## config.mk

```make
export PLATFORM = sky130hd
export DESIGN_NAME = sbt_transmitter
export DESIGN_NICKNAME = d
export VERILOG_FILES = /design/src/inc/sbt_pkg.sv /design/src/rtl/sbt_fifo.sv /design/src/rtl/sbt_transmitter.sv
export SDC_FILE = /design/constraint.sdc
export NUM_CORES = 1
export LEC_CHECK = 0
export BUFFER_PORTS_ARGS = -buffer_cell sky130_fd_sc_hd__buf_2
export CORE_AREA = 2 2 117 119
export CTS_CLUSTER_SIZE = 10
export DETAILED_ROUTE_END_ITERATION = 12
export DIE_AREA = 0 0 119 121
export PLACE_DENSITY = 0.77
export SETUP_SLACK_MARGIN = 0.5
export SLEW_MARGIN = 40
export SYNTH_ARGS = -nofsm -noshare
export SYNTH_HDL_FRONTEND = slang
export SYNTH_SLANG_ARGS = --single-unit
```

## constraint.sdc

```tcl
create_clock -name ref_clk -period 5.1 [get_ports ref_clk]
set_input_delay 0.51 -clock ref_clk [delete_from_list [all_inputs] [get_ports ref_clk]]
set_output_delay 0.51 -clock ref_clk [all_outputs]
set_load 0.02 [all_outputs]
```

## src/inc/sbt_pkg.sv

```systemverilog
// shared constants for the serial byte transmitter
`default_nettype none
package sbt_pkg;
  localparam int SBT_W = 8;
  localparam int SBT_FIFO_DEPTH = 8;
  localparam logic [1:0] SBT_SEL_DIVISOR = 2'h0;
  localparam logic [1:0] SBT_SEL_TXBYTE = 2'h1;
  localparam logic [1:0] SBT_SEL_SNAP = 2'h2;
  localparam logic [1:0] SBT_SEL_IRQCLR = 2'h3;
  localparam logic [1:0] SBT_RD_DIV_SNAP = 2'h0;
  localparam logic [1:0] SBT_RD_SHF_SNAP = 2'h1;
  localparam logic [SBT_W-1:0] SBT_ZERO = 8'h00;
  localparam logic [SBT_W-1:0] SBT_CNT_ONE = 8'h01;
  localparam logic [SBT_W-1:0] SBT_DIVISOR_RST = 8'h00;
  localparam int SBT_MSB = SBT_W - 1;
  typedef logic [SBT_W-1:0] sbt_byte_t;
  typedef enum logic [2:0] {
    SBT_LOAD, SBT_IRQ, SBT_B3, SBT_B4, SBT_B5, SBT_B6, SBT_B7, SBT_LAST
  } sbt_state_t;
endpackage : sbt_pkg
`default_nettype wire

```

## src/rtl/sbt_fifo.sv

```systemverilog
// small valid/ready fifo holding bytes bound for the shifter
`default_nettype none
module sbt_fifo #(
  parameter int WIDTH = 8,
  parameter int DEPTH = 8
) (
  input wire logic clk, // clock
  input wire logic rst, // async reset, high
  input wire logic [WIDTH-1:0] in_data, // fill data
  input wire logic in_valid, // fill valid
  output logic in_ready, // room left
  output logic [WIDTH-1:0] out_data, // head word
  output logic out_valid, // not empty
  input wire logic out_ready // drain accept
);
  localparam int AW = $clog2(DEPTH);
  logic [WIDTH-1:0] mem_q [DEPTH];
  logic [AW-1:0] wr_q;
  logic [AW-1:0] rd_q;
  logic [AW:0] cnt_q;
  logic push;
  logic pop;

  function automatic logic [AW-1:0] bump(input logic [AW-1:0] p);
    bump = (p == AW'(DEPTH - 1)) ? '0 : p + 1'b1;
  endfunction : bump

  assign in_ready = (cnt_q != (AW+1)'(DEPTH));
  assign out_valid = (cnt_q != '0);
  assign out_data = mem_q[rd_q];
  assign push = in_valid && in_ready;
  assign pop = out_valid && out_ready;

  always_ff @(posedge clk) begin
    if (push) begin
      mem_q[wr_q] <= in_data;
    end
  end

  always_ff @(posedge clk or posedge rst) begin
    if (rst) begin
      wr_q <= '0;
      rd_q <= '0;
      cnt_q <= '0;
    end else begin
      if (push) begin
        wr_q <= bump(wr_q);
      end
      if (pop) begin
        rd_q <= bump(rd_q);
      end
      if (push && !pop) begin
        cnt_q <= cnt_q + 1'b1;
      end else if (pop && !push) begin
        cnt_q <= cnt_q - 1'b1;
      end
    end
  end
endmodule : sbt_fifo
`default_nettype wire

```

## src/rtl/sbt_transmitter.sv

```systemverilog
// host-programmed serial byte transmitter with rate divider and snapshots
`default_nettype none
module sbt_transmitter
  import sbt_pkg::*;
(
  input wire logic ref_clk, // 200 MHz clock
  input wire logic rst, // async reset, high
  input wire logic reset_n, // device reset pin, low
  input wire logic chip_select_n, // chip select, low
  input wire logic read_n, // read strobe, low
  input wire logic write_n, // write strobe, low
  input wire logic [1:0] reg_sel, // register select
  input wire logic base_clock, // base clock pin
  input wire logic [sbt_pkg::SBT_W-1:0] data_in, // bus level in
  output logic [sbt_pkg::SBT_W-1:0] data_out, // bus drive value
  output logic data_oe, // bus drive enable
  output logic buffer_empty_irq, // buffer empty, high
  output logic serial_out, // serial data
  output logic tx_ready // fifo has room
);
  import sbt_pkg::*;

  // three-stage synchronisers for pins
  logic [2:0] csn_s_q;
  logic [2:0] rdn_s_q;
  logic [2:0] wrn_s_q;
  logic [2:0] rstn_s_q;
  logic [2:0] bclk_s_q;
  logic [1:0] sel_s1_q;
  logic [1:0] sel_s2_q;
  logic [1:0] sel_s3_q;
  sbt_byte_t din_s1_q;
  sbt_byte_t din_s2_q;
  sbt_byte_t din_s3_q;
  sbt_byte_t din_q;
  logic csn_q;
  logic rdn_q;
  logic wrn_q;
  logic rstn_q;
  logic bclk_q;
  logic [1:0] sel_q;

  function automatic logic settle(input logic cur, input logic [2:0] s);
    settle = (s[1] == s[2]) ? s[2] : cur;
  endfunction : settle

  always_ff @(posedge ref_clk or posedge rst) begin
    if (rst) begin
      csn_s_q <= 3'h7;
      rdn_s_q <= 3'h7;
      wrn_s_q <= 3'h7;
      rstn_s_q <= 3'h0;
      bclk_s_q <= 3'h0;
      sel_s1_q <= 2'h0;
      sel_s2_q <= 2'h0;
      sel_s3_q <= 2'h0;
      din_s1_q <= SBT_ZERO;
      din_s2_q <= SBT_ZERO;
      din_s3_q <= SBT_ZERO;
    end else begin
      csn_s_q <= {csn_s_q[1:0], chip_select_n};
      rdn_s_q <= {rdn_s_q[1:0], read_n};
      wrn_s_q <= {wrn_s_q[1:0], write_n};
      rstn_s_q <= {rstn_s_q[1:0], reset_n};
      bclk_s_q <= {bclk_s_q[1:0], base_clock};
      sel_s1_q <= reg_sel;
      sel_s2_q <= sel_s1_q;
      sel_s3_q <= sel_s2_q;
      din_s1_q <= data_in;
      din_s2_q <= din_s1_q;
      din_s3_q <= din_s2_q;
    end
  end

  // data bus word counts once the last two stages agree
  always_ff @(posedge ref_clk or posedge rst) begin
    if (rst) begin
      din_q <= SBT_ZERO;
    end else if (din_s2_q == din_s3_q) begin
      din_q <= din_s3_q;
    end
  end

  always_ff @(posedge ref_clk or posedge rst) begin
    if (rst) begin
      csn_q <= 1'b1;
      rdn_q <= 1'b1;
      wrn_q <= 1'b1;
      rstn_q <= 1'b0;
      bclk_q <= 1'b0;
      sel_q <= 2'h0;
    end else begin
      csn_q <= settle(csn_q, csn_s_q);
      rdn_q <= settle(rdn_q, rdn_s_q);
      wrn_q <= settle(wrn_q, wrn_s_q);
      rstn_q <= settle(rstn_q, rstn_s_q);
      bclk_q <= settle(bclk_q, bclk_s_q);
      if (sel_s2_q == sel_s3_q) begin
        sel_q <= sel_s3_q;
      end
    end
  end

  // write data tracks the bus while strobe low, stored at its rise
  sbt_byte_t wdata_q;
  logic wrn_d1_q;
  logic cs_active;
  logic wr_rise;
  logic rd_cs;

  assign cs_active = !csn_q;
  assign wr_rise = wrn_q && !wrn_d1_q && cs_active && rdn_q;
  assign rd_cs = !rdn_q && cs_active;

  always_ff @(posedge ref_clk or posedge rst) begin
    if (rst) begin
      wdata_q <= SBT_ZERO;
      wrn_d1_q <= 1'b1;
    end else begin
      wrn_d1_q <= wrn_q;
      if (!wrn_q) begin
        wdata_q <= din_q;
      end
    end
  end

  // divisor register
  sbt_byte_t divisor_q;
  always_ff @(posedge ref_clk or posedge rst) begin
    if (rst) begin
      divisor_q <= SBT_DIVISOR_RST;
    end else if (wr_rise && sel_q == SBT_SEL_DIVISOR) begin
      divisor_q <= wdata_q;
    end
  end

  // transmit bytes queue behind the data register
  logic fifo_in_valid;
  logic fifo_in_ready;
  sbt_byte_t fifo_out_data;
  logic fifo_out_valid;
  logic fifo_pop;

  assign fifo_in_valid = wr_rise && sel_q == SBT_SEL_TXBYTE;

  sbt_fifo #(
    .WIDTH(SBT_W),
    .DEPTH(SBT_FIFO_DEPTH)
  ) u_fifo (
    .clk(ref_clk),
    .rst(rst),
    .in_data(wdata_q),
    .in_valid(fifo_in_valid),
    .in_ready(fifo_in_ready),
    .out_data(fifo_out_data),
    .out_valid(fifo_out_valid),
    .out_ready(fifo_pop)
  );

  always_ff @(posedge ref_clk or posedge rst) begin
    if (rst) begin
      tx_ready <= 1'b0;
    end else begin
      tx_ready <= fifo_in_ready;
    end
  end

  // rate divider on base clock rising edges
  logic bclk_d1_q;
  logic bclk_rise;
  sbt_byte_t count_q;
  logic tick;

  // the zero count lasts no time: the edge that would reach it presets
  // instead, so divisor n gives one tick per n edges (0 acts as 1)
  function automatic logic at_zero(input sbt_byte_t c);
    at_zero = (c == SBT_ZERO) || (c == SBT_CNT_ONE);
  endfunction : at_zero

  assign bclk_rise = bclk_q && !bclk_d1_q;
  assign tick = bclk_rise && at_zero(count_q);

  always_ff @(posedge ref_clk or posedge rst) begin
    if (rst) begin
      bclk_d1_q <= 1'b0;
    end else begin
      bclk_d1_q <= bclk_q;
    end
  end

  always_ff @(posedge ref_clk or posedge rst) begin
    if (rst) begin
      count_q <= SBT_ZERO;
    end else if (!rstn_q) begin
      count_q <= SBT_ZERO;
    end else if (bclk_rise) begin
      if (at_zero(count_q)) begin
        count_q <= divisor_q;
      end else begin
        count_q <= count_q - SBT_CNT_ONE;
      end
    end
  end

  // control machine and shifter
  sbt_state_t state_q;
  sbt_byte_t shift_q;
  logic loaded_q;

  assign fifo_pop = tick && state_q == SBT_LOAD && rstn_q;

  always_ff @(posedge ref_clk or posedge rst) begin
    if (rst) begin
      state_q <= SBT_LOAD;
    end else if (!rstn_q) begin
      state_q <= SBT_LOAD;
    end else if (tick) begin
      case (state_q)
        SBT_LOAD: state_q <= SBT_IRQ;
        SBT_IRQ: state_q <= SBT_B3;
        SBT_B3: state_q <= SBT_B4;
        SBT_B4: state_q <= SBT_B5;
        SBT_B5: state_q <= SBT_B6;
        SBT_B6: state_q <= SBT_B7;
        SBT_B7: state_q <= SBT_LAST;
        SBT_LAST: state_q <= SBT_LOAD;
        default: state_q <= SBT_LOAD;
      endcase
    end
  end

  // an empty queue sends an idle-low byte
  always_ff @(posedge ref_clk or posedge rst) begin
    if (rst) begin
      shift_q <= SBT_ZERO;
      loaded_q <= 1'b0;
    end else if (!rstn_q) begin
      shift_q <= SBT_ZERO;
      loaded_q <= 1'b0;
    end else if (tick) begin
      if (state_q == SBT_LOAD) begin
        shift_q <= fifo_out_valid ? fifo_out_data : SBT_ZERO;
        loaded_q <= fifo_out_valid;
      end else begin
        shift_q <= {shift_q[SBT_MSB-1:0], 1'b0};
      end
    end
  end

  always_ff @(posedge ref_clk or posedge rst) begin
    if (rst) begin
      serial_out <= 1'b0;
    end else if (!rstn_q) begin
      serial_out <= 1'b0;
    end else if (tick) begin
      if (state_q == SBT_LOAD) begin
        serial_out <= fifo_out_valid ? fifo_out_data[SBT_MSB] : 1'b0;
      end else begin
        serial_out <= shift_q[SBT_MSB-1];
      end
    end
  end

  // buffer-empty interrupt; setting beats the clearing read
  logic irq_set;
  logic irq_clr;
  logic rd_cs_d1_q;
  assign irq_set = tick && state_q == SBT_IRQ && loaded_q;
  assign irq_clr = rd_cs && !rd_cs_d1_q && sel_q == SBT_SEL_IRQCLR;

  always_ff @(posedge ref_clk or posedge rst) begin
    if (rst) begin
      rd_cs_d1_q <= 1'b0;
    end else begin
      rd_cs_d1_q <= rd_cs;
    end
  end

  always_ff @(posedge ref_clk or posedge rst) begin
    if (rst) begin
      buffer_empty_irq <= 1'b0;
    end else if (!rstn_q) begin
      buffer_empty_irq <= 1'b0;
    end else if (irq_set) begin
      buffer_empty_irq <= 1'b1;
    end else if (irq_clr) begin
      buffer_empty_irq <= 1'b0;
    end
  end

  // diagnostic snapshots
  sbt_byte_t div_snap_q;
  sbt_byte_t shf_snap_q;
  always_ff @(posedge ref_clk or posedge rst) begin
    if (rst) begin
      div_snap_q <= SBT_ZERO;
      shf_snap_q <= SBT_ZERO;
    end else if (cs_active && sel_q == SBT_SEL_SNAP && bclk_q) begin
      div_snap_q <= count_q;
      shf_snap_q <= shift_q;
    end
  end

  // read path
  always_ff @(posedge ref_clk or posedge rst) begin
    if (rst) begin
      data_out <= SBT_ZERO;
      data_oe <= 1'b0;
    end else begin
      data_oe <= rd_cs;
      case (sel_q)
        SBT_RD_DIV_SNAP: data_out <= div_snap_q;
        SBT_RD_SHF_SNAP: data_out <= shf_snap_q;
        default: data_out <= SBT_ZERO;
      endcase
    end
  end
endmodule : sbt_transmitter
`default_nettype wire
```

---- After elaboration in Yosys (flattened, before gate mapping) ----
Memory sizes are Yosys's and may differ from the RTL's.
Cells that the tools add are included.
word-level totals
  register bits after elaboration ......... 136
  memory bits (writable) .................. 64
  bits in read-only memories .............. 24
  input bits .............................. 17
  output and inout bits ................... 12
  word-level logic and storage cells ...... 122
  memories ................................ 2
memories
  name             words  bits a word  rd ports  clocked after memory_dff  write ports  line                    source
  u_fifo.mem_q     8      8            1         0                         1            sbt_fifo.sv:17          logic [WIDTH-1:0] mem_q [DEPTH];
  (no name shown)  8      3            1         0                         0            sbt_transmitter.sv:218  case (state_q)
operators by class
  add/subtract/negate cells ............... 5
  eq/ne operators ......................... 19
  muxes and demuxes ....................... 26
  reductions and logical operators ........ 34
operator list
  kind                                                                 number
  8-bit two-way mux                                                    7
  1-bit logical AND                                                    20
  8-bit case mux with 2 select lines                                   1
  1-bit two-way mux                                                    12
  3-bit two-way mux                                                    4
  8-bit by 1-bit == test with 1-bit output (second input constant)     1
  8-bit == test                                                        1
  8-bit zero test                                                      1
  4-bit two-way mux                                                    2
  8-bit by 1-bit subtractor with 8-bit output (second input constant)  1
  1-bit zero test                                                      7
  3-bit by 1-bit adder with 3-bit output (second input constant)       2
  3-bit == test (second input constant)                                2
  2-bit by 1-bit != test with 1-bit output (second input constant)     3
  1-bit == test                                                        5
  4-bit by 1-bit adder with 4-bit output (second input constant)       1
  2-bit == test (second input constant)                                2
  4-bit != test (second input constant)                                1
  4-bit nonzero test                                                   1
  4-bit by 1-bit subtractor with 4-bit output (second input constant)  1
  3-bit by 1-bit == test with 1-bit output (second input constant)     1
  3-bit zero test                                                      1
  3-bit by 1-bit != test with 1-bit output (second input constant)     1
  2-bit by 1-bit == test with 1-bit output (second input constant)     1
  5 further kinds                                                      5

---- Logic depth before layout (Yosys ltp) ----
Gate-level depths: netlist of run 1.
  depth in word-level cells ............... 10
  depth in mapped cells ................... 13
  mapped depth without buffers ............ 13

---- Cells and area by module ----
From an unflattened synthesis of run 1, not the netlist that was laid out.
second synthesis, totals
  cells, all modules ...................... 502
  area total of the unflattened synthesis .. 7905.1 sq um
by module, submodules not included
  module           times used  cells each  area each (sq um)  sequential area each (sq um)
  sbt_transmitter  1           346         4755.8             3144.3
  sbt_fifo         1           156         3149.3             2172.1

---- Worst setup path after synthesis of run 1 ----
No wires, ideal clock.
  path type ............................... flip-flop to flip-flop
  start ................................... register count_q[0]
  end ..................................... register u_fifo.cnt_q[3]
  library setup time ...................... 0.136 ns
  arrival time ............................ 2.453 ns
  data required time ...................... 4.964 ns
  path slack .............................. 2.510 ns
  cell stages (with the launch flop) ...... 13
  path buffers ............................ 0
  clock period less this slack ............ 2.590 ns
  cells stage by stage .................... dfrtp_1 -> inv_1 -> ha_1 -> or2_1 -> nand3_1 -> nor2_1 -> nand4_1 -> ha_1 -> inv_1 -> ha_1 -> a21o_1 -> a2111oi_0 -> o31ai_1
on the way
  cells in the longest elaborated chain, start to end .. 9
  elaborated cells between the ends (all ways) .. 12
  those cells by class .................... 1 x eq/ne; 1 x mux; 10 x reduce/logical
RTL lines
  item                                                                         line                    source
  from (decl)                                                                  sbt_transmitter.sv:171  sbt_byte_t count_q;
  from (signal assigned)                                                       sbt_transmitter.sv:198  count_q <= divisor_q;
  from (signal assigned)                                                       sbt_transmitter.sv:200  count_q <= count_q - SBT_CNT_ONE;
  8-bit by 1-bit == test with 1-bit output or 8-bit zero test (tied branches)  sbt_transmitter.sv:177  at_zero = (c == SBT_ZERO) || (c == SBT_CNT_ONE);
  1-bit logical OR (*)                                                         sbt_transmitter.sv:177
  1-bit logical AND (*)                                                        sbt_transmitter.sv:181  assign tick = bclk_rise && at_zero(count_q);
  1-bit logical AND (*) (2 in series)                                          sbt_transmitter.sv:210  assign fifo_pop = tick && state_q == SBT_LOAD && rstn_q;
  1-bit logical AND (*)                                                        sbt_fifo.sv:32          assign pop = out_valid && out_ready;
  1-bit zero test                                                              sbt_fifo.sv:52          if (push && !pop) begin
  1-bit logical AND                                                            sbt_fifo.sv:52
  4-bit two-way mux or 2-bit nonzero test (tied branches)                      n/a
  to (signal assigned)                                                         sbt_fifo.sv:53          cnt_q <= cnt_q + 1'b1;
  to (signal assigned)                                                         sbt_fifo.sv:55          cnt_q <= cnt_q - 1'b1;
  to (decl)                                                                    sbt_fifo.sv:20          logic [AW:0] cnt_q;
Every way passes the cells marked *; elsewhere a longest branch is shown, timed or not.
A chain may end at the register's enable or synchronous reset.

---- Worst setup path after layout of run 1 ----
  start ................................... register bclk_q
  end ..................................... register u_fifo.cnt_q[3]
on the way
  cells in the longest elaborated chain, start to end .. 8
  elaborated cells between the ends (all ways) .. 10
  those cells by class .................... 1 x mux; 9 x reduce/logical
RTL lines
  item                                                     line                    source
  from (decl)                                              sbt_transmitter.sv:40   logic bclk_q;
  from (signal assigned)                                   sbt_transmitter.sv:97   bclk_q <= settle(bclk_q, bclk_s_q);
  1-bit logical AND (*)                                    sbt_transmitter.sv:180  assign bclk_rise = bclk_q && !bclk_d1_q;
  1-bit logical AND (*)                                    sbt_transmitter.sv:181
  1-bit logical AND (*) (2 in series)                      sbt_transmitter.sv:210
  1-bit logical AND (*)                                    sbt_fifo.sv:32
  1-bit zero test                                          sbt_fifo.sv:52
  1-bit logical AND                                        sbt_fifo.sv:52
  4-bit two-way mux or 2-bit nonzero test (tied branches)  n/a
Marks and branches as above.

==> results of run 1 <==
==> power breakdown <==
part	internal [mW]	switching [mW]
logic	0.537	0.622
registers	1.89	0.293
clock network	0.711	0.558
==> per-layer routing <==
metal | vias up | GRT usage (%)
li1 | 1927 | -
met1 | 2238 | 27.7
met2 | 93 | 35.1
met3 | 24 | 5.78
met4 | 0 | 7.89
met5 | - | 0
==> critical path, stage by stage (launching register included) <==
cell	delay, ns
dfrtp_1	0.42
nor2b_1	0.46
nand2_1	0.38
nor2_1	0.28
nand4_1	0.18
ha_1	0.33
inv_1	0.16
ha_1	0.26
a21o_1	0.21
a2111oi_0	0.48
o31ai_1	0.14
==> registers in the layout, indices dropped and copies added, names as in the netlist, 4 cells and up <==
name	count
count_q	8
data_out	8
din_q	8
din_s1_q	8
din_s2_q	8
din_s3_q	8
div_snap_q	8
divisor_q	8
shf_snap_q	8
shift_q	8
u_fifo.cnt_q	4
u_fifo.mem_q	64
wdata_q	8
==> Yosys cell counts, drive strengths merged, types with 2 or more instances <==
library cell  instances
nor2b                 4
maj3                  5
a21o                  2
or4                   3
nand2b                6
ha                   14
or2                   2
mux2i                13
clkbuf               13
o211ai               14
a21oi                11
o21ai                 8
nor4                  3
inv                  19
buf                   8
nor2                 23
or3                   2
o31ai                 2
o2bb2ai               2
dfstp                13
mux2                 52
nor3                  9
nand4                12
mux4                 16
nand3                 9
and3                  3
dfrtp               122
edfxtp               64
xnor2                12
nand2                20
o22ai                 2
==> how the worst max path moves through the flow <==
stage,start,endpoint,slack (ns),cells past startpoint
detailed placement,bclk_q,u_fifo.cnt_q[3],1.73,10
CTS,bclk_q,u_fifo.cnt_q[3],1.71,10
finish,bclk_q,u_fifo.cnt_q[3],1.66,10
floorplan,rst,bclk_d1_q,1.00,1
global placement,count_q[0],u_fifo.cnt_q[3],1.99,12
global route,bclk_q,u_fifo.cnt_q[3],1.17,10
==> layout make-up <==
class,count,area (sq um),area share [%]
Sequential cell,199,5320,60.9
Timing Repair Buffer,34,185,2.12
Tap cell,176,220,2.52
Multi-Input combinational cell,266,2360,27.0
Inverter,19,78.8,0.903
Clock buffer,25,517,5.92
Clock inverter,7,58.8,0.673
==> through the flow <==
| step | worst slack (ns) | hold WS, ns | power (mW) | utilization [%] |
|---|---|---|---|---|
| 4_1_cts | 1.71 | 0.158 | 4.63 | 66.6 |
| 5_1_grt | 1.17 | 0.152 | 4.84 | 66.7 |
| 3_5_place_dp | 1.73 | 0.335 | 3.35 | 62.2 |
| 2_1_floorplan | 1.00 | 0.331 | 3.03 | - |
| 6_report | 1.66 | 0.160 | 4.61 | 66.7 |
| 3_3_place_gp | 1.99 | 0.332 | 3.28 | 62.1 |
==> kinds of logic (layout without fill, tap and decap cells) <==
logic type / count (synthesis) / after routing / synth area share [%]
mux: 81 / 81 / 13.9
compound gates: 49 / 49 / 4.21
flops: 199 / 199 / 68.0
buf+inv: 40 / 85 / 2.18
xor+xnor: 12 / 12 / 1.35
simple gates: 104 / 104 / 7.16
fa+ha+maj: 20 / 20 / 3.14
==> flow_summary.yaml, run 1 <==
status:
  status: "finished, final reports clean"
cells_and_area:
  instances_no_fill: 726
  final_common_cell: "dfrtp_1"
  areaGrowthSynthToFinish_pct: 11.8
  drive_gt1_share_pct: 25.1
  design_area_sq_mm: 0.00873
  fill_cells: 906
  finalNetCount: 569
  num_antenna_cells: 0
  final_cell_mix: "dfrtp_1, edfxtp_1, mux2_2, buf_2, nand2_1"
detailed_routing:
  highest_layer: "met4"
  drc: 0
  postRouteAntennaNets: 0
  wl_met2_um: 7080
  drt-total-wl_um: 14000
  first_pass_iters: 4
  vias: 4282
  wl_met3_um: 583
  met1Wirelength_um: 6040
  drtIter0Drc: 268
  vias_per_cell: 5.90
  wl_per_cell_um: 19.3
floorplanning:
  chipHeight_um: 121
  die_area_sq_mm: 0.0144
  core_area_sq_mm: 0.0131
  initial_core_util_pct: 59.7
  io_pins: 29
  core.rowCount: 42
  chipWidth_um: 119
sta:
  fmax_mhz: 291
  slew_violations: 0
  setup_violations: 0
  worstMarginPinSlew_ns: 0.827
  fin_crit_ns: 3.44
  fin_skew_ns: 0.00754
  max_slew_margin_pct: 44.4
  timing.final.crit_share_pct: 67.5
  finalHoldViolations: 0
  fin_tns_setup_ns: 0
  rsz0062_at_grt: "no"
power_and_ir_drop:
  peakVddDrop_mv: 0.276
  leakage_nw: 3.64
  powerDensity_mw_per_mm2: 528
global_routing:
  globalRouteOverflowTotal: 0
  grt_usage_pct: 21.4
  antenna_found_initial: 0
  grt_first_pass_wirelength_um: 23000
  grt_max_degree: 92
  first_global_vias: 4363
yosys:
  synth_cells: 505
  synthArstFlopShare_pct: 67.8
  syn_nets: 537
  ys_seq_area_share_pct: 68.0
  synth_top_area_share_pct: 39.1
  synth-seq-cells: 199
  ys.warnings.count: 0
  syn_avg_cell_area_sq_um: 15.5
  syn_area_sq_mm: 0.00781
  synth_edf_count: 64
  synth_cell_types: 56
  synth_top_cell_by_area: "dfrtp_1"
  ys_top_cells_by_area: "dfrtp_1, edfxtp_1, mux4_2"
  yosys_most_used_dff: "dfrtp_1"
place:
  hpwlAfterDp_um: 8970
  dpl_cell_area_sq_mm: 0.00814
  gp_congestion: 0.850
  port_buffers: 28
  placed_cells: 694
critical_path:
  path_class: "flop to flop"
  cp.required_ns: 5.40
  r2r_cells: 10
  r2r_end: "u_fifo.cnt_q[3]"
  end_kind: "flop"
  critPathArrivalTime_ns: 3.74
  worstPathMaxFanout: 13
  r2r_setup_slack_ns: 1.66
  setup.worst_path.start_class: "flop"
  reg2reg_from: "bclk_q"
job:
  maxCapViolCount: 0
clock_tree:
  cts_max_path_buffers: 2
  cts_tree: "yes"
  htreeDepth: 4
  numCtsBuffers: 17
  cts_setup_buffers: 0
  clk_latency_ns: 0.44
  cts_hold_buf: 0
  cts_sinks: 199
  root_buffer: "clkbuf_16"
  path_clk_slew_ns: 0.07
  cts_resized: 0
worst_hold_path:
  hp-class: "primary input to async pin"
(Power assumes the default switching activity.)
==> run 2: changes to the inputs <==
--- a/config.mk
+++ b/config.mk
@@ -5,12 +5,13 @@
 export SDC_FILE = /design/constraint.sdc
 export NUM_CORES = 1
 export LEC_CHECK = 0
+export ABC_AREA = 1
 export BUFFER_PORTS_ARGS = -buffer_cell sky130_fd_sc_hd__buf_2
-export CORE_AREA = 2 2 117 119
+export CORE_AREA = 2 2 125 127
 export CTS_CLUSTER_SIZE = 10
 export DETAILED_ROUTE_END_ITERATION = 12
-export DIE_AREA = 0 0 119 121
-export PLACE_DENSITY = 0.77
+export DIE_AREA = 0 0 127 129
+export PLACE_DENSITY = 0.73
 export SETUP_SLACK_MARGIN = 0.5
 export SLEW_MARGIN = 40
 export SYNTH_ARGS = -nofsm -noshare
==> constraint.sdc (replaced) <==
create_clock -name ref_clk -period 3.15 [get_ports ref_clk]
set_input_delay 0.315 -clock ref_clk [delete_from_list [all_inputs] [get_ports ref_clk]]
set_output_delay 0.315 -clock ref_clk [all_outputs]
set_load 0.02 [all_outputs]
==> run 2 against run 1 <==
  * Non-clock buffer count increased by 35
  * Global-route usage fell by 0.71 points
  * Combinational power rose by 97%
  * Fmax increased by 34%
  * Die area up 14%
  * Flip-flop and latch count unchanged
  * Critical endpoint unchanged
  * Largest power group unchanged
==> flow_summary.yaml, run 2 <==
sta:
  fin_skew_ns: 0.0126
  timing.final.crit_share_pct: 81.3
  fin_crit_ns: 2.56
  worstMarginPinSlew_ns: 0.708
  slew_violations: 0
  max_slew_margin_pct: 52.8
  fmax_mhz: 391
  setup_violations: 0
  finalHoldViolations: 0
  fin_tns_setup_ns: 0
  rsz0062_at_grt: "no"
detailed_routing:
  drtIter0Drc: 467
  first_pass_iters: 5
  drc: 0
  wl_per_cell_um: 15.4
  drt-total-wl_um: 15800
  vias_per_cell: 5.23
  postRouteAntennaNets: 0
  vias: 5370
cells_and_area:
  final_cell_mix: "nand2_1, dfrtp_1, inv_1, nand3_1, edfxtp_1"
  finalNetCount: 858
  num_antenna_cells: 0
  regMostFlops: "u_fifo.mem_q"
  areaGrowthSynthToFinish_pct: 16.1
  drive_gt1_share_pct: 17.2
  largest_register_ffs: 64
  final_common_cell: "nand2_1"
  instances_no_fill: 1027
place:
  port_buffers: 28
  gp_congestion: 0.857
  placed_cells: 969
  hpwlAfterDp_um: 10600
global_routing:
  grt_first_pass_wirelength_um: 26100
  globalRouteOverflowTotal: 0
  antenna_found_initial: 0
  first_global_vias: 5275
  grt_max_degree: 60
  grt_usage_pct: 20.7
power_and_ir_drop:
  leakage_nw: 4.39
  peakVddDrop_mv: 0.457
  powerDensity_mw_per_mm2: 838
yosys:
  syn_area_sq_mm: 0.00806
  ys_top_cells_by_area: "dfrtp_1, edfxtp_1, nand2_1"
  yosys_most_used_dff: "dfrtp_1"
  syn_nets: 789
  synth_top_area_share_pct: 37.9
  ys.warnings.count: 0
  syn_avg_cell_area_sq_um: 10.6
  synth-seq-cells: 199
  synth_cells: 757
  ys_seq_area_share_pct: 66.0
  synth_edf_count: 64
  synth_cell_types: 39
  synthArstFlopShare_pct: 67.8
  synth_top_cell_by_area: "dfrtp_1"
  post-synth-top-count-cell: "nand2_1"
  yosys-top-cells-count: "nand2_1, dfrtp_1, inv_1, nand3_1, edfxtp_1"
clock_tree:
  clk_latency_ns: 0.44
  cts_sinks: 199
  path_clk_slew_ns: 0.08
  cts_tree: "yes"
  root_buffer: "clkbuf_16"
  htreeDepth: 4
  cts_max_path_buffers: 2
  numCtsBuffers: 17
critical_path:
  cp.required_ns: 3.47
  critPathArrivalTime_ns: 2.88
  r2r_end: "u_fifo.cnt_q[3]"
  setup.worst_path.start_class: "flop"
  startpoint: "count_q[1]"
  end_kind: "flop"
  reg2reg_from: "count_q[1]"
  r2r_setup_slack_ns: 0.59
  endpoint: "u_fifo.cnt_q[3]"
  worstPathMaxFanout: 7
  r2r_cells: 16
  path_class: "flop to flop"
status:
  status: "finished, final reports clean"
floorplanning:
  chipWidth_um: 127
  core.rowCount: 45
  die_area_sq_mm: 0.0164
  initial_core_util_pct: 53.8
  core_area_sq_mm: 0.0150
  io_pins: 29
  chipHeight_um: 129
worst_hold_path:
  hp-class: "flop to flop"
  min-delay-start: "din_s1_q[6]"
job:
  maxCapViolCount: 0
run 2: stage by stage:
stage	instance area (sq um)	power, mW	worst slack (ns)	hold WS [ns]	utilization (%)
after detailed placement	8480	5.57	0.285	0.336	56.6
after floorplan	8060	4.99	0.703	0.319	-
after CTS	9240	7.77	0.511	0.354	61.7
final	9350	7.84	0.590	0.352	62.5
after global placement	8480	5.49	0.539	0.332	56.6
after global routing	9350	8.33	0.447	0.361	62.5
run 2: report_power, final:
group	switching, mW	internal [mW]	total (mW)
combinational	1.47	0.825	2.29
clock	1.03	1.09	2.12
sequential	0.351	3.07	3.43
total	2.85	4.99	7.84
run 2: worst max-delay path, stage by stage, from the launching register on:
cell and delay [ns]:
dfrtp_1 0.38, inv_2 0.14, ha_4 0.16, nor2_1 0.04, nor2_1 0.09, nand2_1 0.11
nor2_4 0.16, nand3_2 0.10, ha_1 0.23, inv_2 0.13, ha_4 0.23, a21oi_1 0.15
nand2_1 0.12, a21oi_2 0.16, o21ai_0 0.11, nand2_1 0.08, nand2_1 0.05
run 2: how the worst min path moves through the flow:
stage             endpoint  depth (start not counted)
4_1_cts        sel_s2_q[1]                          0
3_5_place_dp   din_s2_q[6]                          0
6_report       din_s2_q[6]                          0
2_1_floorplan   csn_s_q[0]                          0
3_3_place_gp   sel_s2_q[1]                          0
5_1_grt        bclk_s_q[1]                          0
run 2: final cells by class:
cell class,instances,area [sq um]
Clock buffer,18,439
Clock inverter,14,148
Fill cell,1160,5620
Inverter,88,334
Multi-Input combinational cell,451,2370
Sequential cell,199,5320
Tap cell,188,235
Timing Repair Buffer,69,513
run 2: kinds of logic after synthesis:
family	synth area share, %
AND/OR/NAND/NOR	18.7
flip-flops	66.0
buffers and inverters	5.31
AO/OA/AOI/OAI	4.88
adder cells (fa/ha/maj)	3.04
XOR/XNOR	1.20
multiplexers	0.839
run 2: metal layers:
metal / vias up / track usage [%] / routed length, um
li1: 2590 / - / -
met2: 126 / 33.8 / 7840
met5: - / 0 / 0
met4: 0 / 8.86 / 361
met3: 35 / 4.32 / 684
met1: 2619 / 27.2 / 6950
run 2: what timing repair did:
item,4_1_cts,5_1_grt
endpoints found under the hold margin,44,0
resized for setup,6,5
endpoints found under the setup margin,1,1
pin swaps,0,1
hold buffers,16,0
buffers inserted,1,9
